==> src/sbcst_pkg.sv <==
// constants for the bus and wake status bank
package sbcst_pkg;
	localparam int REG_W = 8;
	localparam int ADDR_W = 7;
	localparam int FRAME_BITS = 16;
	localparam logic [6:0] ADDR_DEV = 7'h43;
	localparam logic [6:0] ADDR_BUS = 7'h44;
	localparam logic [6:0] ADDR_WAKE = 7'h46;
	localparam logic [7:0] RST_VAL = 8'h00;
	localparam int HIST_HI = 7;
	localparam int WD_HI = 3;
	localparam int SPIF_BIT = 1;
	localparam int FAIL_BIT = 0;
	localparam int LIN_HI = 6;
	localparam int CAN_TIMEOUT_FLAG_BIT = 4;
	localparam int SELECTIVE_WAKE_SYSTEM_ERROR_BIT = 3;
	localparam int CAN_HI = 2;
	localparam int UV_BIT = 0;
	localparam logic [1:0] HIST_CLR = 2'h0;
	localparam logic [1:0] HIST_FAIL = 2'h1;
	localparam logic [1:0] HIST_SLEEP = 2'h2;
	localparam logic [1:0] CODE_NONE = 2'h0;
	localparam logic [1:0] CODE_TSD = 2'h1;
	localparam logic [1:0] CODE_TXD = 2'h2;
	localparam logic [1:0] CODE_BUS = 2'h3;
	localparam logic [1:0] WD_MAX = 2'h3;
	localparam logic [5:0] SWK_ERR_MAX = 6'h20;
	localparam int CLK_MHZ = 100;
	localparam int DOM_TO_MS = 20;
	localparam int DOM_TO_CYC = DOM_TO_MS * CLK_MHZ * 1000;
	localparam int TXEN_TIME_NS = 1000;
	localparam int TXEN_CYC = (TXEN_TIME_NS * CLK_MHZ + 999) / 1000;
	localparam int INT_PULSE_NS = 2000;
	localparam int INT_CYC = INT_PULSE_NS * CLK_MHZ / 1000;
endpackage

==> src/sbcst_spi_port.sv <==
// 16-bit serial control port framing
`timescale 1ns/1ns
module sbcst_spi_port (
	input wire logic mclk,
	input wire logic rst_n,
	input wire logic spi_clk,
	input wire logic spi_cs_n,
	input wire logic spi_mosi,
	input wire logic [sbcst_pkg::REG_W-1:0] rd_data,
	output logic [sbcst_pkg::ADDR_W-1:0] addr_ff,
	output logic clr_cmd_ff,
	output logic bad_cmd_ff,
	output logic spi_miso,
	output logic spi_miso_oe_n
);
	import sbcst_pkg::*;
	logic [2:0] s1_ff, s2_ff, s3_ff;
	logic [4:0] cnt_ff;
	logic [7:0] rx_ff, tx_ff;
	logic clrbit_ff, ld_ff, ld2_ff;
	logic sck_rise, sck_fall, cs_act, cs_end;
	////////////////////////////////////////////////////////////////
	// pin synchronisers, order clk, cs_n, mosi
	always_ff @(posedge mclk or negedge rst_n) begin
		if (!rst_n) begin
			s1_ff <= 3'h2;
			s2_ff <= 3'h2;
			s3_ff <= 3'h2;
		end else begin
			s1_ff <= {spi_clk, spi_cs_n, spi_mosi};
			s2_ff <= s1_ff;
			s3_ff <= s2_ff;
		end
	end
	assign sck_rise = s2_ff[2] & ~s3_ff[2];
	assign sck_fall = ~s2_ff[2] & s3_ff[2];
	assign cs_act = ~s2_ff[1];
	assign cs_end = s2_ff[1] & ~s3_ff[1];
	assign spi_miso_oe_n = s2_ff[1];
	assign spi_miso = tx_ff[7];
	////////////////////////////////////////////////////////////////
	// bit count and command byte
	always_ff @(posedge mclk or negedge rst_n) begin
		if (!rst_n) begin
			cnt_ff <= 5'h00;
			rx_ff <= 8'h00;
			ld_ff <= 1'b0;
		end else begin
			ld_ff <= cs_act && sck_rise && cnt_ff == 5'h07;
			if (!cs_act) begin
				cnt_ff <= 5'h00;
			end else if (sck_rise && cnt_ff != 5'(FRAME_BITS + 1)) begin
				cnt_ff <= cnt_ff + 5'h01;
			end
			if (cs_act && sck_rise && cnt_ff < 5'h08) begin
				rx_ff <= {rx_ff[6:0], s2_ff[0]};
			end
		end
	end
	always_ff @(posedge mclk or negedge rst_n) begin
		if (!rst_n) begin
			addr_ff <= 7'h00;
			clrbit_ff <= 1'b0;
			ld2_ff <= 1'b0;
		end else begin
			ld2_ff <= ld_ff;
			if (ld_ff) begin
				addr_ff <= rx_ff[6:0];
				clrbit_ff <= rx_ff[7];
			end
		end
	end
	////////////////////////////////////////////////////////////////
	// read data out, end of frame check
	always_ff @(posedge mclk or negedge rst_n) begin
		if (!rst_n) begin
			tx_ff <= 8'h00;
			clr_cmd_ff <= 1'b0;
			bad_cmd_ff <= 1'b0;
		end else begin
			if (ld2_ff) begin
				tx_ff <= rd_data;
			end else if (cs_end) begin
				tx_ff <= 8'h00;
			end else if (sck_fall && cnt_ff > 5'h08) begin
				tx_ff <= {tx_ff[6:0], 1'b0};
			end
			clr_cmd_ff <= cs_end && cnt_ff == 5'(FRAME_BITS) && clrbit_ff;
			bad_cmd_ff <= cs_end && cnt_ff != 5'(FRAME_BITS);
		end
	end
endmodule // sbcst_spi_port

==> src/sbcst_status_bank.sv <==
// device history, bus fault and wake source status bank
`timescale 1ns/1ns
module sbcst_status_bank #(
	parameter int DOM_CYC = sbcst_pkg::DOM_TO_CYC,
	parameter int TXEN_CYC = sbcst_pkg::TXEN_CYC,
	parameter int INT_CYC = sbcst_pkg::INT_CYC
) (
	input wire logic mclk,
	input wire logic rst_n,
	input wire logic soft_rst,
	input wire logic spi_clk,
	input wire logic spi_cs_n,
	input wire logic spi_mosi,
	output logic spi_miso,
	output logic spi_miso_oe_n,
	input wire logic restart_fail,
	input wire logic failsafe_wake,
	input wire logic sleep_req,
	input wire logic in_stop,
	input wire logic wake_src_on,
	input wire logic wd_ok,
	input wire logic watchdog_miss_count,
	input wire logic wd_stop,
	input wire logic wd_stop_by_fail,
	input wire logic cfg_sel,
	input wire logic cfg_no_pullup,
	input wire logic fail_req,
	input wire logic fail_release,
	output logic fail_output_pin,
	output logic restart_req,
	input wire logic [1:0] txd_pin,
	input wire logic [1:0] bus_dom,
	input wire logic [1:0] tsd,
	input wire logic [1:0] supply_uv,
	input wire logic [1:0] trx_active,
	input wire logic [1:0] can_mode,
	output logic [1:0] tx_enable,
	input wire logic selective_wake,
	input wire logic can_silence_indication,
	input wire logic can_timeout_irq_mask,
	input wire logic in_normal_or_stop,
	output logic int_n,
	input wire logic swk_cfg_err,
	input wire logic [5:0] swk_err_cnt,
	input wire logic [5:0] wake_evt
);
	import sbcst_pkg::*;
	localparam int DW = $clog2(DOM_CYC + 1);
	localparam int EW = $clog2(TXEN_CYC + 1);
	localparam int IW = $clog2(INT_CYC + 1);
	// interrupt pulse must last at least two cycles for the falling edge lock
	if (DOM_CYC < 1 || TXEN_CYC < 1 || INT_CYC < 2) begin : g_chk
		$error("timing counts too small");
	end
	logic [6:0] addr;
	logic clr_cmd, bad_cmd, clr_dev, clr_bus, clr_wake;
	logic [7:0] dev_reg, bus_reg, wake_reg, rd_data;
	logic [1:0] hist_ff, wd_cnt_ff;
	logic wd_frz_ff, spif_ff, fail_ff, fo_ff, rst_req_ff;
	logic fo_set;
	logic [1:0] code_ff [0:1];
	logic [1:0] cause, uv_on;
	logic uv_ff, can_timeout_flag_ff, lock_ff, selective_wake_system_error_ff, sil_ff, int_n_ff, int_n_d_ff;
	logic to_rise, irq_go;
	logic [IW-1:0] int_cnt_ff;
	logic [5:0] wake_ff;
	logic [1:0] s1_ff, txd_s;
	////////////////////////////////////////////////////////////////
	// serial port and register read
	sbcst_spi_port u_spi (
		.mclk(mclk),
		.rst_n(rst_n),
		.spi_clk(spi_clk),
		.spi_cs_n(spi_cs_n),
		.spi_mosi(spi_mosi),
		.rd_data(rd_data),
		.addr_ff(addr),
		.clr_cmd_ff(clr_cmd),
		.bad_cmd_ff(bad_cmd),
		.spi_miso(spi_miso),
		.spi_miso_oe_n(spi_miso_oe_n)
	);
	function automatic logic [7:0] read_mux(input logic [6:0] a, input logic [7:0] d,
		input logic [7:0] b, input logic [7:0] w);
		if (a == ADDR_DEV) begin
			return d;
		end else if (a == ADDR_BUS) begin
			return b;
		end else if (a == ADDR_WAKE) begin
			return w;
		end else begin
			return RST_VAL;
		end
	endfunction
	assign dev_reg = {hist_ff, 2'b00, wd_cnt_ff, spif_ff, fail_ff};
	assign bus_reg = {1'b0, code_ff[0], can_timeout_flag_ff, selective_wake_system_error_ff, code_ff[1], uv_ff};
	assign wake_reg = {1'b0, wake_ff[5:3], 1'b0, wake_ff[2:0]};
	assign rd_data = read_mux(addr, dev_reg, bus_reg, wake_reg);
	assign clr_dev = clr_cmd && addr == ADDR_DEV;
	assign clr_bus = clr_cmd && addr == ADDR_BUS;
	assign clr_wake = clr_cmd && addr == ADDR_WAKE;
	////////////////////////////////////////////////////////////////
	// restart history
	always_ff @(posedge mclk or negedge rst_n) begin
		if (!rst_n) begin
			hist_ff <= HIST_CLR;
		end else if (soft_rst) begin
			hist_ff <= HIST_CLR;
		end else if (restart_fail || failsafe_wake) begin
			hist_ff <= HIST_FAIL;
		end else if (sleep_req) begin
			hist_ff <= (in_stop || !wake_src_on) ? HIST_FAIL : HIST_SLEEP;
		end else if (clr_dev) begin
			hist_ff <= HIST_CLR;
		end
	end
	////////////////////////////////////////////////////////////////
	// watchdog miss count and fail output
	always_ff @(posedge mclk or negedge rst_n) begin
		if (!rst_n) begin
			wd_cnt_ff <= 2'h0;
			wd_frz_ff <= 1'b0;
		end else if (soft_rst || wd_ok) begin
			wd_cnt_ff <= 2'h0;
			wd_frz_ff <= 1'b0;
		end else if (wd_stop && !wd_stop_by_fail) begin
			wd_cnt_ff <= 2'h0;
		end else if (watchdog_miss_count) begin
			wd_frz_ff <= cfg_no_pullup;
			if (!wd_frz_ff && wd_cnt_ff != WD_MAX) begin
				wd_cnt_ff <= wd_cnt_ff + 2'h1;
			end
		end
	end
	assign fo_set = fail_req || (watchdog_miss_count && !(cfg_sel == 1'b0 && wd_cnt_ff == 2'h0));
	always_ff @(posedge mclk or negedge rst_n) begin
		if (!rst_n) begin
			fo_ff <= 1'b0;
			fail_ff <= 1'b0;
			spif_ff <= 1'b0;
			rst_req_ff <= 1'b0;
		end else if (soft_rst) begin
			fo_ff <= 1'b0;
			fail_ff <= 1'b0;
			spif_ff <= 1'b0;
			rst_req_ff <= 1'b0;
		end else begin
			rst_req_ff <= watchdog_miss_count;
			if (fo_set) begin
				fo_ff <= 1'b1;
			end else if (fail_release) begin
				fo_ff <= 1'b0;
			end
			if (fo_set) begin
				fail_ff <= 1'b1;
			end else if (clr_dev) begin
				fail_ff <= 1'b0;
			end
			if (bad_cmd) begin
				spif_ff <= 1'b1;
			end else if (clr_dev) begin
				spif_ff <= 1'b0;
			end
		end
	end
	assign fail_output_pin = fo_ff;
	assign restart_req = rst_req_ff;
	////////////////////////////////////////////////////////////////
	// transceiver faults, index 0 lin, 1 can
	always_ff @(posedge mclk or negedge rst_n) begin
		if (!rst_n) begin
			s1_ff <= 2'h3;
			txd_s <= 2'h3;
		end else begin
			s1_ff <= txd_pin;
			txd_s <= s1_ff;
		end
	end
	// can monitor only in mode bit 1
	assign uv_on = {supply_uv[1] & can_mode[1], supply_uv[0]};
	for (genvar i = 0; i < 2; i++) begin : g_trx
		logic [DW-1:0] txc_ff, busc_ff;
		logic [EW-1:0] hic_ff;
		logic txto, busto, rec_ff, ten_ff, tsd_d_ff, txto_d_ff, busto_d_ff;
		// txd timeout ends on high or inactive
		always_ff @(posedge mclk or negedge rst_n) begin
			if (!rst_n) begin
				txc_ff <= '0;
			end else if (!trx_active[i] || txd_s[i]) begin
				txc_ff <= '0;
			end else if (txc_ff != DW'(DOM_CYC)) begin
				txc_ff <= txc_ff + DW'(1);
			end
		end
		// bus timeout ends on recessive or inactive
		always_ff @(posedge mclk or negedge rst_n) begin
			if (!rst_n) begin
				busc_ff <= '0;
			end else if (!trx_active[i] || !bus_dom[i]) begin
				busc_ff <= '0;
			end else if (busc_ff != DW'(DOM_CYC)) begin
				busc_ff <= busc_ff + DW'(1);
			end
		end
		assign txto = txc_ff == DW'(DOM_CYC);
		assign busto = busc_ff == DW'(DOM_CYC);
		assign cause[i] = tsd[i] | txto | busto | uv_on[i];
		always_ff @(posedge mclk or negedge rst_n) begin
			if (!rst_n) begin
				hic_ff <= '0;
				rec_ff <= 1'b0;
				ten_ff <= 1'b0;
			end else begin
				hic_ff <= !txd_s[i] ? '0 : (hic_ff != EW'(TXEN_CYC) ? hic_ff + EW'(1) : hic_ff);
				if (cause[i]) begin
					rec_ff <= 1'b1;
				end else if (hic_ff == EW'(TXEN_CYC)) begin
					rec_ff <= 1'b0;
				end
				ten_ff <= trx_active[i] && !cause[i] && !rec_ff;
			end
		end
		assign tx_enable[i] = ten_ff;
		always_ff @(posedge mclk or negedge rst_n) begin
			if (!rst_n) begin
				code_ff[i] <= CODE_NONE;
				tsd_d_ff <= 1'b0;
				txto_d_ff <= 1'b0;
				busto_d_ff <= 1'b0;
			end else begin
				tsd_d_ff <= tsd[i];
				txto_d_ff <= txto;
				busto_d_ff <= busto;
				if (soft_rst) begin
					code_ff[i] <= CODE_NONE;
				end else if (tsd[i] && !tsd_d_ff) begin
					code_ff[i] <= CODE_TSD;
				end else if (txto && !txto_d_ff) begin
					code_ff[i] <= CODE_TXD;
				end else if (busto && !busto_d_ff) begin
					code_ff[i] <= CODE_BUS;
				end else if (clr_bus) begin
					code_ff[i] <= CODE_NONE;
				end
			end
		end
	end
	////////////////////////////////////////////////////////////////
	// can supply, timeout, system error, interrupt
	assign to_rise = selective_wake && can_silence_indication && !sil_ff;
	assign irq_go = to_rise && can_timeout_irq_mask && in_normal_or_stop;
	always_ff @(posedge mclk or negedge rst_n) begin
		if (!rst_n) begin
			uv_ff <= 1'b0;
			can_timeout_flag_ff <= 1'b0;
			lock_ff <= 1'b0;
			selective_wake_system_error_ff <= 1'b0;
			sil_ff <= 1'b0;
		end else if (soft_rst) begin
			uv_ff <= 1'b0;
			can_timeout_flag_ff <= 1'b0;
			lock_ff <= 1'b0;
			selective_wake_system_error_ff <= 1'b0;
			sil_ff <= 1'b0;
		end else begin
			sil_ff <= can_silence_indication;
			if (uv_on[1]) begin
				uv_ff <= 1'b1;
			end else if (clr_bus) begin
				uv_ff <= 1'b0;
			end
			if (to_rise) begin
				can_timeout_flag_ff <= 1'b1;
			end else if (clr_bus && !lock_ff) begin
				can_timeout_flag_ff <= 1'b0;
			end
			if (irq_go && int_n_ff) begin
				lock_ff <= 1'b1;
			end else if (int_n_d_ff && !int_n_ff) begin
				lock_ff <= 1'b0;
			end
			if (selective_wake && (swk_cfg_err || swk_err_cnt > SWK_ERR_MAX)) begin
				selective_wake_system_error_ff <= 1'b1;
			end else if (clr_bus) begin
				selective_wake_system_error_ff <= 1'b0;
			end
		end
	end
	always_ff @(posedge mclk or negedge rst_n) begin
		if (!rst_n) begin
			int_cnt_ff <= '0;
			int_n_ff <= 1'b1;
			int_n_d_ff <= 1'b1;
		end else begin
			int_n_d_ff <= int_n_ff;
			if (irq_go && int_n_ff) begin
				int_cnt_ff <= IW'(INT_CYC);
				int_n_ff <= 1'b0;
			end else if (int_cnt_ff > IW'(1)) begin
				int_cnt_ff <= int_cnt_ff - IW'(1);
			end else begin
				int_cnt_ff <= '0;
				int_n_ff <= 1'b1;
			end
		end
	end
	assign int_n = int_n_ff;
	////////////////////////////////////////////////////////////////
	// wake source flags
	always_ff @(posedge mclk or negedge rst_n) begin
		if (!rst_n) begin
			wake_ff <= 6'h00;
		end else if (soft_rst) begin
			wake_ff <= 6'h00;
		end else begin
			wake_ff <= wake_evt | (clr_wake ? 6'h00 : wake_ff);
		end
	end
endmodule // sbcst_status_bank

==> config.mk <==
export PLATFORM = sky130hd
export DESIGN_NAME = sbcst_status_bank
export DESIGN_NICKNAME = d
export VERILOG_FILES = /design/src/sbcst_pkg.sv /design/src/sbcst_spi_port.sv /design/src/sbcst_status_bank.sv
export SDC_FILE = /design/constraint.sdc
export NUM_CORES = 1
export LEC_CHECK = 0
export ABC_AREA = 1
export BUFFER_PORTS_ARGS = -buffer_cell sky130_fd_sc_hd__clkbuf_2
export CAP_MARGIN = 20
export CORE_MARGIN = 10
export CORE_UTILIZATION = 55
export DETAILED_ROUTE_END_ITERATION = 6
export PLACE_DENSITY = 0.73
export RECOVER_POWER = 50
export SLEW_MARGIN = 20
export SYNTH_ARGS = -nofsm -noshare
export SYNTH_HDL_FRONTEND = slang
export SYNTH_HIERARCHICAL = 1
export SYNTH_SLANG_ARGS = --single-unit
==> constraint.sdc <==
create_clock -name mclk -period 2.3 [get_ports mclk]
set_input_delay 0.23 -clock mclk [delete_from_list [all_inputs] [get_ports mclk]]
set_output_delay 0.23 -clock mclk [all_outputs]
set_load 0.01 [all_outputs]
Word level (Yosys, flattened, before mapping)
Cells that the tools add are included.
W data, S select, Z words.
{"block": "op_classes", "add_sub_neg": 9, "n_mul": 0, "div": 0, "n_lt_le_gt_ge": 4, "eq_ne": 24, "n_shift": 0, "muxes": 72, "bitwise_logic": 16, "n_reduce_logical": 87}
{"op": "$mux W21", "n": 8}
{"op": "$add A21 B1 Y21 const B", "n": 4}
{"op": "$eq A21 B21 Y1 const B", "n": 4}
{"op": "$ne A21 B21 Y1 const B", "n": 4}
{"op": "$mux W8", "n": 7}
{"op": "$mux W2", "n": 18}
{"op": "$eq A7 B7 Y1 const B", "n": 5}
{"op": "$mux W7", "n": 5}
{"op": "$logic_and A1 B1 Y1", "n": 33}
{"op": "$mux W1", "n": 30}
{"op": "$reduce_bool A3 Y1", "n": 10}
{"op": "$logic_not A1 Y1", "n": 21}
{"op": "$reduce_bool A2 Y1", "n": 8}
{"op": "$add A7 B1 Y7 const B", "n": 2}
{"op": "$ne A7 B7 Y1 const B", "n": 2}
{"op": "$mux W6", "n": 2}
{"op": "$mux W5", "n": 2}
{"op": "$ne A5 B5 Y1 const B", "n": 2}
{"op": "$reduce_bool A5 Y1", "n": 2}
{"op": "$logic_or A1 B1 Y1", "n": 9}
{"op": "$gt A8 B1 Y1 const B", "n": 1}
{"op": "$sub A8 B1 Y8 const B", "n": 1}
{"op": "$gt A6 B6 Y1 const B", "n": 1}
{"op": "$ne A2 B2 Y1 const B", "n": 3}
{"op": "other kinds (14)", "n": 28}
{"block": "totals", "regBits": 188, "latch_bits": 0, "mem_bits_rw": 0, "rom_bits": 0, "in_bits": 48, "output_inout_bits": 7, "word_cells": 260, "n_memories": 0}

Depth between registers and ports, before layout
Gate-level depths: netlist of the first run.
{"block": "depth", "ltp_word": 7, "depth_mapped": 12, "ltp_nobuf": 12}

Cells and area by module
The synthesis of the first run kept the hierarchy.
{"mod": "sbcst_status_bank", "instances": 1, "cells_each": 1082, "area_each_um2": 8091.5, "seq_area_each_um2": 3661.0}
{"mod": "sbcst_spi_port", "instances": 1, "cells_each": 189, "area_each_um2": 1800.5, "seq_area_each_um2": 1029.7}

Worst setup path before layout of the first run
OpenSTA, ideal clock, no wires.
{"block": "synth_timing", "path_type": "flip-flop to flip-flop", "startpoint": "register g_trx[1].txc_ff[0]", "endpoint": "register g_trx[1].txc_ff[18]", "arrival_time_ns": 1.314, "required_ns": 2.177, "setup_slack_ns": 0.863, "path_stages_with_launch": 9, "n_path_buf": 0, "path_cell_list": "dfrtp_1 ha_1 nand2_1 nor2_4 nand2_1 nor2_2 nand3_1 o21ai_0 a21oi_1"}
{"block": "synth_between", "elab_chain_cells": 3}
{"element": "start, declared", "line": "sbcst_status_bank.sv:182", "source": "logic [DW-1:0] txc_ff, busc_ff;"}
{"element": "start signal, assigned", "line": "sbcst_status_bank.sv:192", "source": "txc_ff <= txc_ff + DW'(1);"}
{"element": "$add A21 B1 Y21", "line": "sbcst_status_bank.sv:192"}
{"element": "$mux W21", "line": "sbcst_status_bank.sv:191", "source": "end else if (txc_ff != DW'(DOM_CYC)) begin"}
{"element": "$mux W21", "line": "sbcst_status_bank.sv:189", "source": "end else if (!trx_active[i] || txd_s[i]) begin"}
Parallel ways exist; a longest one is shown, timed or not. The select of a mux whose other input is x is not followed.
A chain may end at the register's enable or synchronous reset.

==> impl_metrics.yaml, run 1 <==
power_and_ir_drop:
  p_leak_nw: 5.23
  p_per_area_mw_per_mm2: 606
  peakVddDrop_mv: 0.566
floorplanning:
  io_pins: 55
  die_height_um: 154
  die_area_mm2: 0.0237
  core_mm2: 0.0175
  row_count: 48
  initial_core_util: 0.566
  die_w_um: 154
placed_design:
  portBuffers: 53
  dpl.cell_count: 1541
  dp_hpwl_mm: 15.4
  finalWeightedCongestion: 0.880
clocking:
  hold_buffers: 10
  cts.root.buffer_cell: "clkbuf_16"
  path_clk_slew_ns: 0.07
  cts_buffers: 17
  clockBufferDepth: 2
  post_cts_buffers: 0
  clock_latency_ns: 0.44
  ctsResizeCount: 0
  cts_tree: "done"
  clock_sinks: 187
  htree_levels: 4
routing:
  postRouteAntennaNets: 0
  drt-vias-per-instance: 5.28
  drt_iter0_markers: 520
  wirelength_mm: 21.3
  via_count: 8363
  wl_per_cell_um: 13.4
  drt-pass1-iter-count: 6
  drc_errors: 0
synthesis:
  yosys-top-cells-area: "dfrtp_1 (45%), nand2_1 (11%), nor2_1 (7.2%)"
  synth-seq-cells: 187
  synth_cell_types: 52
  synth.top_cell.area_share: 0.450
  synthesis.nets: 1338
  async_reset_ff_frac: 1.00
  synth_warnings: 6
  avgSynthCellArea_um2: 7.78
  syn_area_mm2: 0.00989
  ys.flop_type: "dfrtp_1"
  seq_area_frac_synth: 0.474
  synth_edf_count: 0
  synth_top_area_cell: "dfrtp_1"
  netlist_instances: 1271
critical_path:
  path_class: "in2async"
  r2r_cells: 8
  critPathLaunchType: "input port"
  r2r_start: "g_trx[1].txc_ff[0]"
  cp.arrival_ns: 2.19
  cp_max_fo: 73
  r2r_end: "g_trx[1].txc_ff[16]"
  worstSetupEndpointType: "async pin"
  cp.required_ns: 2.72
  reg2reg_slack_ns: 0.57
final_layout:
  antennaDiodeCount: 0
  final_core_util: 0.633
  final_cells: 1583
  reg.largest.list: "g_trx.busc_ff (42), g_trx.txc_ff (42), g_trx.hic_ff (14)"
  num-fill-cells: 1520
  final_nets: 1412
  drive_above_1_share: 0.118
  area_growth_pct: 11.8
timing:
  setup_violations: 0
  finalCriticalPeriod_ns: 1.77
  tns_ns: 0
  fin_crit_sh: 0.769
  final-hold-violation-count: 0
  slew_viol_final: 0
  worst_slew_pin_slew_ns: 1.02
  fmax_mhz: 565
  rsz0062_at_grt: "false"
  finClkSkew_ns: 0.00715
  slew_headroom: 0.320
grt:
  grt_max_degree: 74
  first_global_vias: 7982
  grt_use_total: 0.182
  antenna_found_initial: 0
  grt_pass1_wl_mm: 36.8
  gr-total-overflow: 0
worst_hold_path:
  min_path_cells: 3
  hold_class: "in2reg"
  hold_start: "wake_evt[4]"
  whs_endpoint: "wake_ff[4]"
run:
  drv_cap: 0
status:
  status: "complete, no violations"
-- report_power, final --
part	switching (mW)	total, mW	internal, mW	leakage (nW)
Combinational	0.255	0.389	0.134	2.46
Sequential	0.0614	3.43	3.37	2.49
Clock	1.43	2.88	1.45	0.282
-- critical path, stage by stage --
cell and delay [ns]:
dlygate4sd3_1 0.54, clkbuf_8 0.48, clkbuf_2 0.88
-- cell usage after synthesis (all sizes together) (6+ instances only) --
cell   count
nand2    296
nor2     207
dfrtp    178
inv      174
nand3     99
a21oi     74
o21ai     62
nor3      52
nand4     35
ha        19
buf       11
dfstp      9
xor2       8
nor4       7
a31oi      6
-- per-layer routing --
layer	track usage	up-vias	routed length [um]
met4	0.0459	0	212
li1	-	4273	-
met3	0.0399	22	849
met1	0.240	3925	10100
met5	0	-	0
met2	0.296	143	10100
-- cell usage in the layout, fill, tap and decap left out, types with 5 or more instances in the layout --
cell type | Yosys | final
a21oi_1 | 73 | 73
a31oi_1 | 6 | 6
clkbuf_1 | 4 | 6
clkbuf_16 | 0 | 17
clkbuf_2 | 0 | 50
dfrtp_1 | 178 | 178
dfstp_2 | 9 | 5
dlygate4sd3_1 | 0 | 10
ha_1 | 19 | 19
inv_1 | 167 | 167
inv_2 | 7 | 7
inv_6 | 0 | 8
nand2_1 | 277 | 277
nand2_2 | 15 | 15
nand3_1 | 95 | 95
nand4_1 | 33 | 33
nor2_1 | 189 | 189
nor2_2 | 7 | 7
nor2_4 | 10 | 10
nor3_1 | 49 | 49
nor4_1 | 6 | 6
o21ai_0 | 48 | 48
o21ai_1 | 5 | 5
o21ai_2 | 9 | 9
xor2_1 | 8 | 8
-- final cells by class --
class	count	area, um2	share of cell area
clock buffers	17	425	0.0385
flip-flops and latches	187	4690	0.424
inverters	175	657	0.0594
repair buffers	70	409	0.0370
multi-input cells	894	4450	0.402
clock inverters	15	149	0.0135
well taps	225	282	0.0255
-- logic make-up after synthesis --
group                      after synthesis  share of synthesized area
DFF                                    187                      0.474
AOI/OAI and AO/OA                      159                     0.0904
buffers and inverters                  190                     0.0764
xor gates and xnor gates                10                    0.00885
and+or+nand+nor                        706                      0.326
adders and majority gates               19                     0.0240
-- how the worst max path moves through the flow --
stage	startpoint	end	slack (ns)
after global placement	g_trx[1].txc_ff[0]	g_trx[1].txc_ff[18]	0.64
after global routing	rst_n	wake_ff[3]	0.23
after detailed placement	g_trx[1].txc_ff[0]	g_trx[1].txc_ff[18]	0.63
after floorplan	g_trx[1].txc_ff[0]	g_trx[1].txc_ff[18]	0.86
final	rst_n	wake_ff[3]	0.53
after CTS	g_trx[1].txc_ff[0]	g_trx[1].txc_ff[16]	0.57
-- metrics by stage --
step,setup WS [ns],power [mW],hold slack [ns],instance area [um2]
after floorplan,0.863,3.70,-0.0656,9890
after global placement,0.643,3.88,0.304,10400
after detailed placement,0.625,3.89,0.298,10400
after CTS,0.572,6.78,0.00301,11100
after global routing,0.234,6.98,0.00303,11100
final,0.530,6.70,0.0119,11100
No activity file was read; power rests on OpenSTA's default activity.
==> run 2, diff against run 1 <==
--- a/config.mk
+++ b/config.mk
@@ -11,7 +11,7 @@
 export CORE_MARGIN = 10
 export CORE_UTILIZATION = 55
 export DETAILED_ROUTE_END_ITERATION = 6
-export PLACE_DENSITY = 0.73
+export PLACE_DENSITY = 0.76
 export RECOVER_POWER = 50
 export SLEW_MARGIN = 20
 export SYNTH_ARGS = -nofsm -noshare
==> constraint.sdc (replaced) <==
create_clock -name mclk -period 1.4 [get_ports mclk]
set_input_delay 0.14 -clock mclk [delete_from_list [all_inputs] [get_ports mclk]]
set_output_delay 0.14 -clock mclk [all_outputs]
set_load 0.01 [all_outputs]
==> run 2 against run 1 <==
Net effect:
- the flow now finishes with violations (design-rule violations, negative setup slack)
- critical path depth up 6
- sequential power is 65% higher
- combinational power rose by 150%
- clock skew grew 0.0048 ns
- largest cell class is now multi-input combinational cells
- largest power group unchanged
==> impl_metrics.yaml, run 2 (same netlist as run 1, synthesis figures left out) <==
floorplanning:
  initial_core_util: 0.566
  die_height_um: 154
  core_mm2: 0.0175
  io_pins: 55
  die_w_um: 154
  row_count: 48
  die_area_mm2: 0.0237
timing:
  tns_ns: -5.56
  fmax_mhz: 616
  finClkSkew_ns: 0.0120
  worst_slew_pin_slew_ns: 1.11
  setup_slack_ns: -0.225
  fin_crit_sh: 1.16
  rsz0062_at_grt: "true"
  finalCriticalPeriod_ns: 1.62
  slew_viol_final: 0
  slew_headroom: 0.258
  setup_violations: 68
  final-hold-violation-count: 0
clocking:
  clock_latency_ns: 0.45
  cts.root.buffer_cell: "clkbuf_16"
  clock_sinks: 187
  htree_levels: 4
  cts_tree: "done"
  path_clk_slew_ns: 0.07
  cts_buffers: 17
  clockBufferDepth: 2
grt:
  grt_max_degree: 46
  first_global_vias: 8904
  grt_use_total: 0.203
  grt_pass1_wl_mm: 41.1
  gr-total-overflow: 0
  antenna_found_initial: 1
final_layout:
  final_nets: 1570
  area_growth_pct: 35.1
  drive_above_1_share: 0.325
  num-fill-cells: 1095
  reg.largest.list: "g_trx.busc_ff (42), g_trx.txc_ff (42), g_trx.hic_ff (14)"
  final_core_util: 0.765
  final_common_cell: "nand2_1"
  layout.cells.most_common_list: "nand2_1 (247), dfrtp_1 (166), nor2_1 (154)"
run:
  drv_cap: 0
routing:
  drt_iter0_markers: 795
  wirelength_mm: 27.7
  drt-pass1-iter-count: 7
  postRouteAntennaNets: 0
  via_count: 9656
  drt-vias-per-instance: 5.54
  drc_errors: 10
  wl_per_cell_um: 15.9
placed_design:
  portBuffers: 53
  dp_hpwl_mm: 16.9
  finalWeightedCongestion: 0.925
  dp_slack_ns: -0.115
status:
  status: "complete, but fails checks"
  violations: "design-rule violations, negative setup slack"
critical_path:
  cp.required_ns: 1.74
  worstSetupEndpointType: "flip-flop"
  critPathLaunchType: "flip-flop"
  path_class: "reg2reg"
  cp.arrival_ns: 1.96
  cp_max_fo: 4
power_and_ir_drop:
  p_comb_frac: 0.081
  netSwitchingFraction: 0.235
  p_seq_frac: 0.479
  p_leak_nw: 6.31
  p_per_area_mw_per_mm2: 883
  peakVddDrop_mv: 0.860
  total_power_mw: 11.8
  p_clk_frac: 0.440
  power_switching_mw: 2.77
  p_int_mw: 9.04
worst_hold_path:
  hold_class: "in2reg"
[run 2: cell count changes in the layout (fill, tap and decap cells not counted), sizes merged]
| cell | before | now |
|---|---|---|
| diode | 0 | 1 |
| buf | 3 | 148 |
| clkinvlp | 1 | 2 |
| dlygate4sd3 | 10 | 28 |
| clkbuf | 74 | 73 |
| clkinv | 4 | 7 |
| bufinv | 0 | 4 |
| inv | 185 | 173 |
[run 2: timing repair]
action                     in CTS  in global routing
hold buffers                   27                  1
hold endpoints to repair      141                  1
buffers inserted               12                 41
setup endpoints to repair      68                122
pin swaps                      30                 96
resized for setup              60                218
[run 2: worst max-delay path, cell delays in order, from the launching register on]
cell and delay, ns:
dfrtp_1 0.43, inv_2 0.10, ha_4 0.16, nand2_4 0.06
nor3_4 0.23, nand3_2 0.18, nand2_1 0.12, nand2_1 0.08
nand3_1 0.11, inv_1 0.06
[run 2: final cells by class]
cell class / count / area, um2 / area share
Timing Repair Buffer: 228 / 1790 / 0.134
Antenna cell: 1 / 2.50 / 0.000187
Clock inverter: 11 / 169 / 0.0126
Tap cell: 225 / 282 / 0.0211
Multi-Input combinational cell: 894 / 5280 / 0.395
Clock buffer: 21 / 460 / 0.0344
Sequential cell: 187 / 4710 / 0.352
Inverter: 175 / 673 / 0.0504
[run 2: final timing paths]
check	from	to	cells after the start	slack, ns
max	g_trx[0].txc_ff[1]	g_trx[0].txc_ff[2]	9	-0.22
min	cfg_no_pullup	wd_frz_ff	3	0.03
max reg2reg	g_trx[0].txc_ff[1]	g_trx[0].txc_ff[2]	9	-0.22
min reg2reg	u_spi/s1_ff[1]	u_spi/s2_ff[1]	0	0.35
max in group asynchronous	rst_n	g_trx[1].busc_ff[8]	3	0.03
min in group asynchronous	rst_n	g_trx[0].txc_ff[10]	2	0.43
[run 2: per-stage QoR]
| step | std cells | cell area [um2] | hold slack [ns] |
|---|---|---|---|
| floorplan | 1271 | 9910 | -0.156 |
| global placement | 1629 | 11100 | 0.116 |
| detailed placement | 1629 | 11100 | 0.118 |
| CTS | 1700 | 12300 | 0.00997 |
| global route | 1742 | 13400 | 0.0454 |
| finish | 1742 | 13400 | 0.0349 |
[run 2: power groups by stage]
stage               registers [mW]  logic, mW  clock network, mW
floorplan                     5.72      0.359                  0
CTS                           5.63      0.831               5.24
global placement              5.73      0.719                  0
detailed placement            5.74      0.742                  0
global route                  5.66       1.05               5.45
finish                        5.65      0.956               5.20
[run 2: metal layers]
metal / vias to the layer above / global-route usage / part of all wire
met2: 301 / 0.339 / 0.50
li1: 4593 / - / -
met1: 4695 / 0.263 / 0.43
met5: - / 0 / 0
met4: 0 / 0.0571 / 0.024
met3: 67 / 0.0349 / 0.045
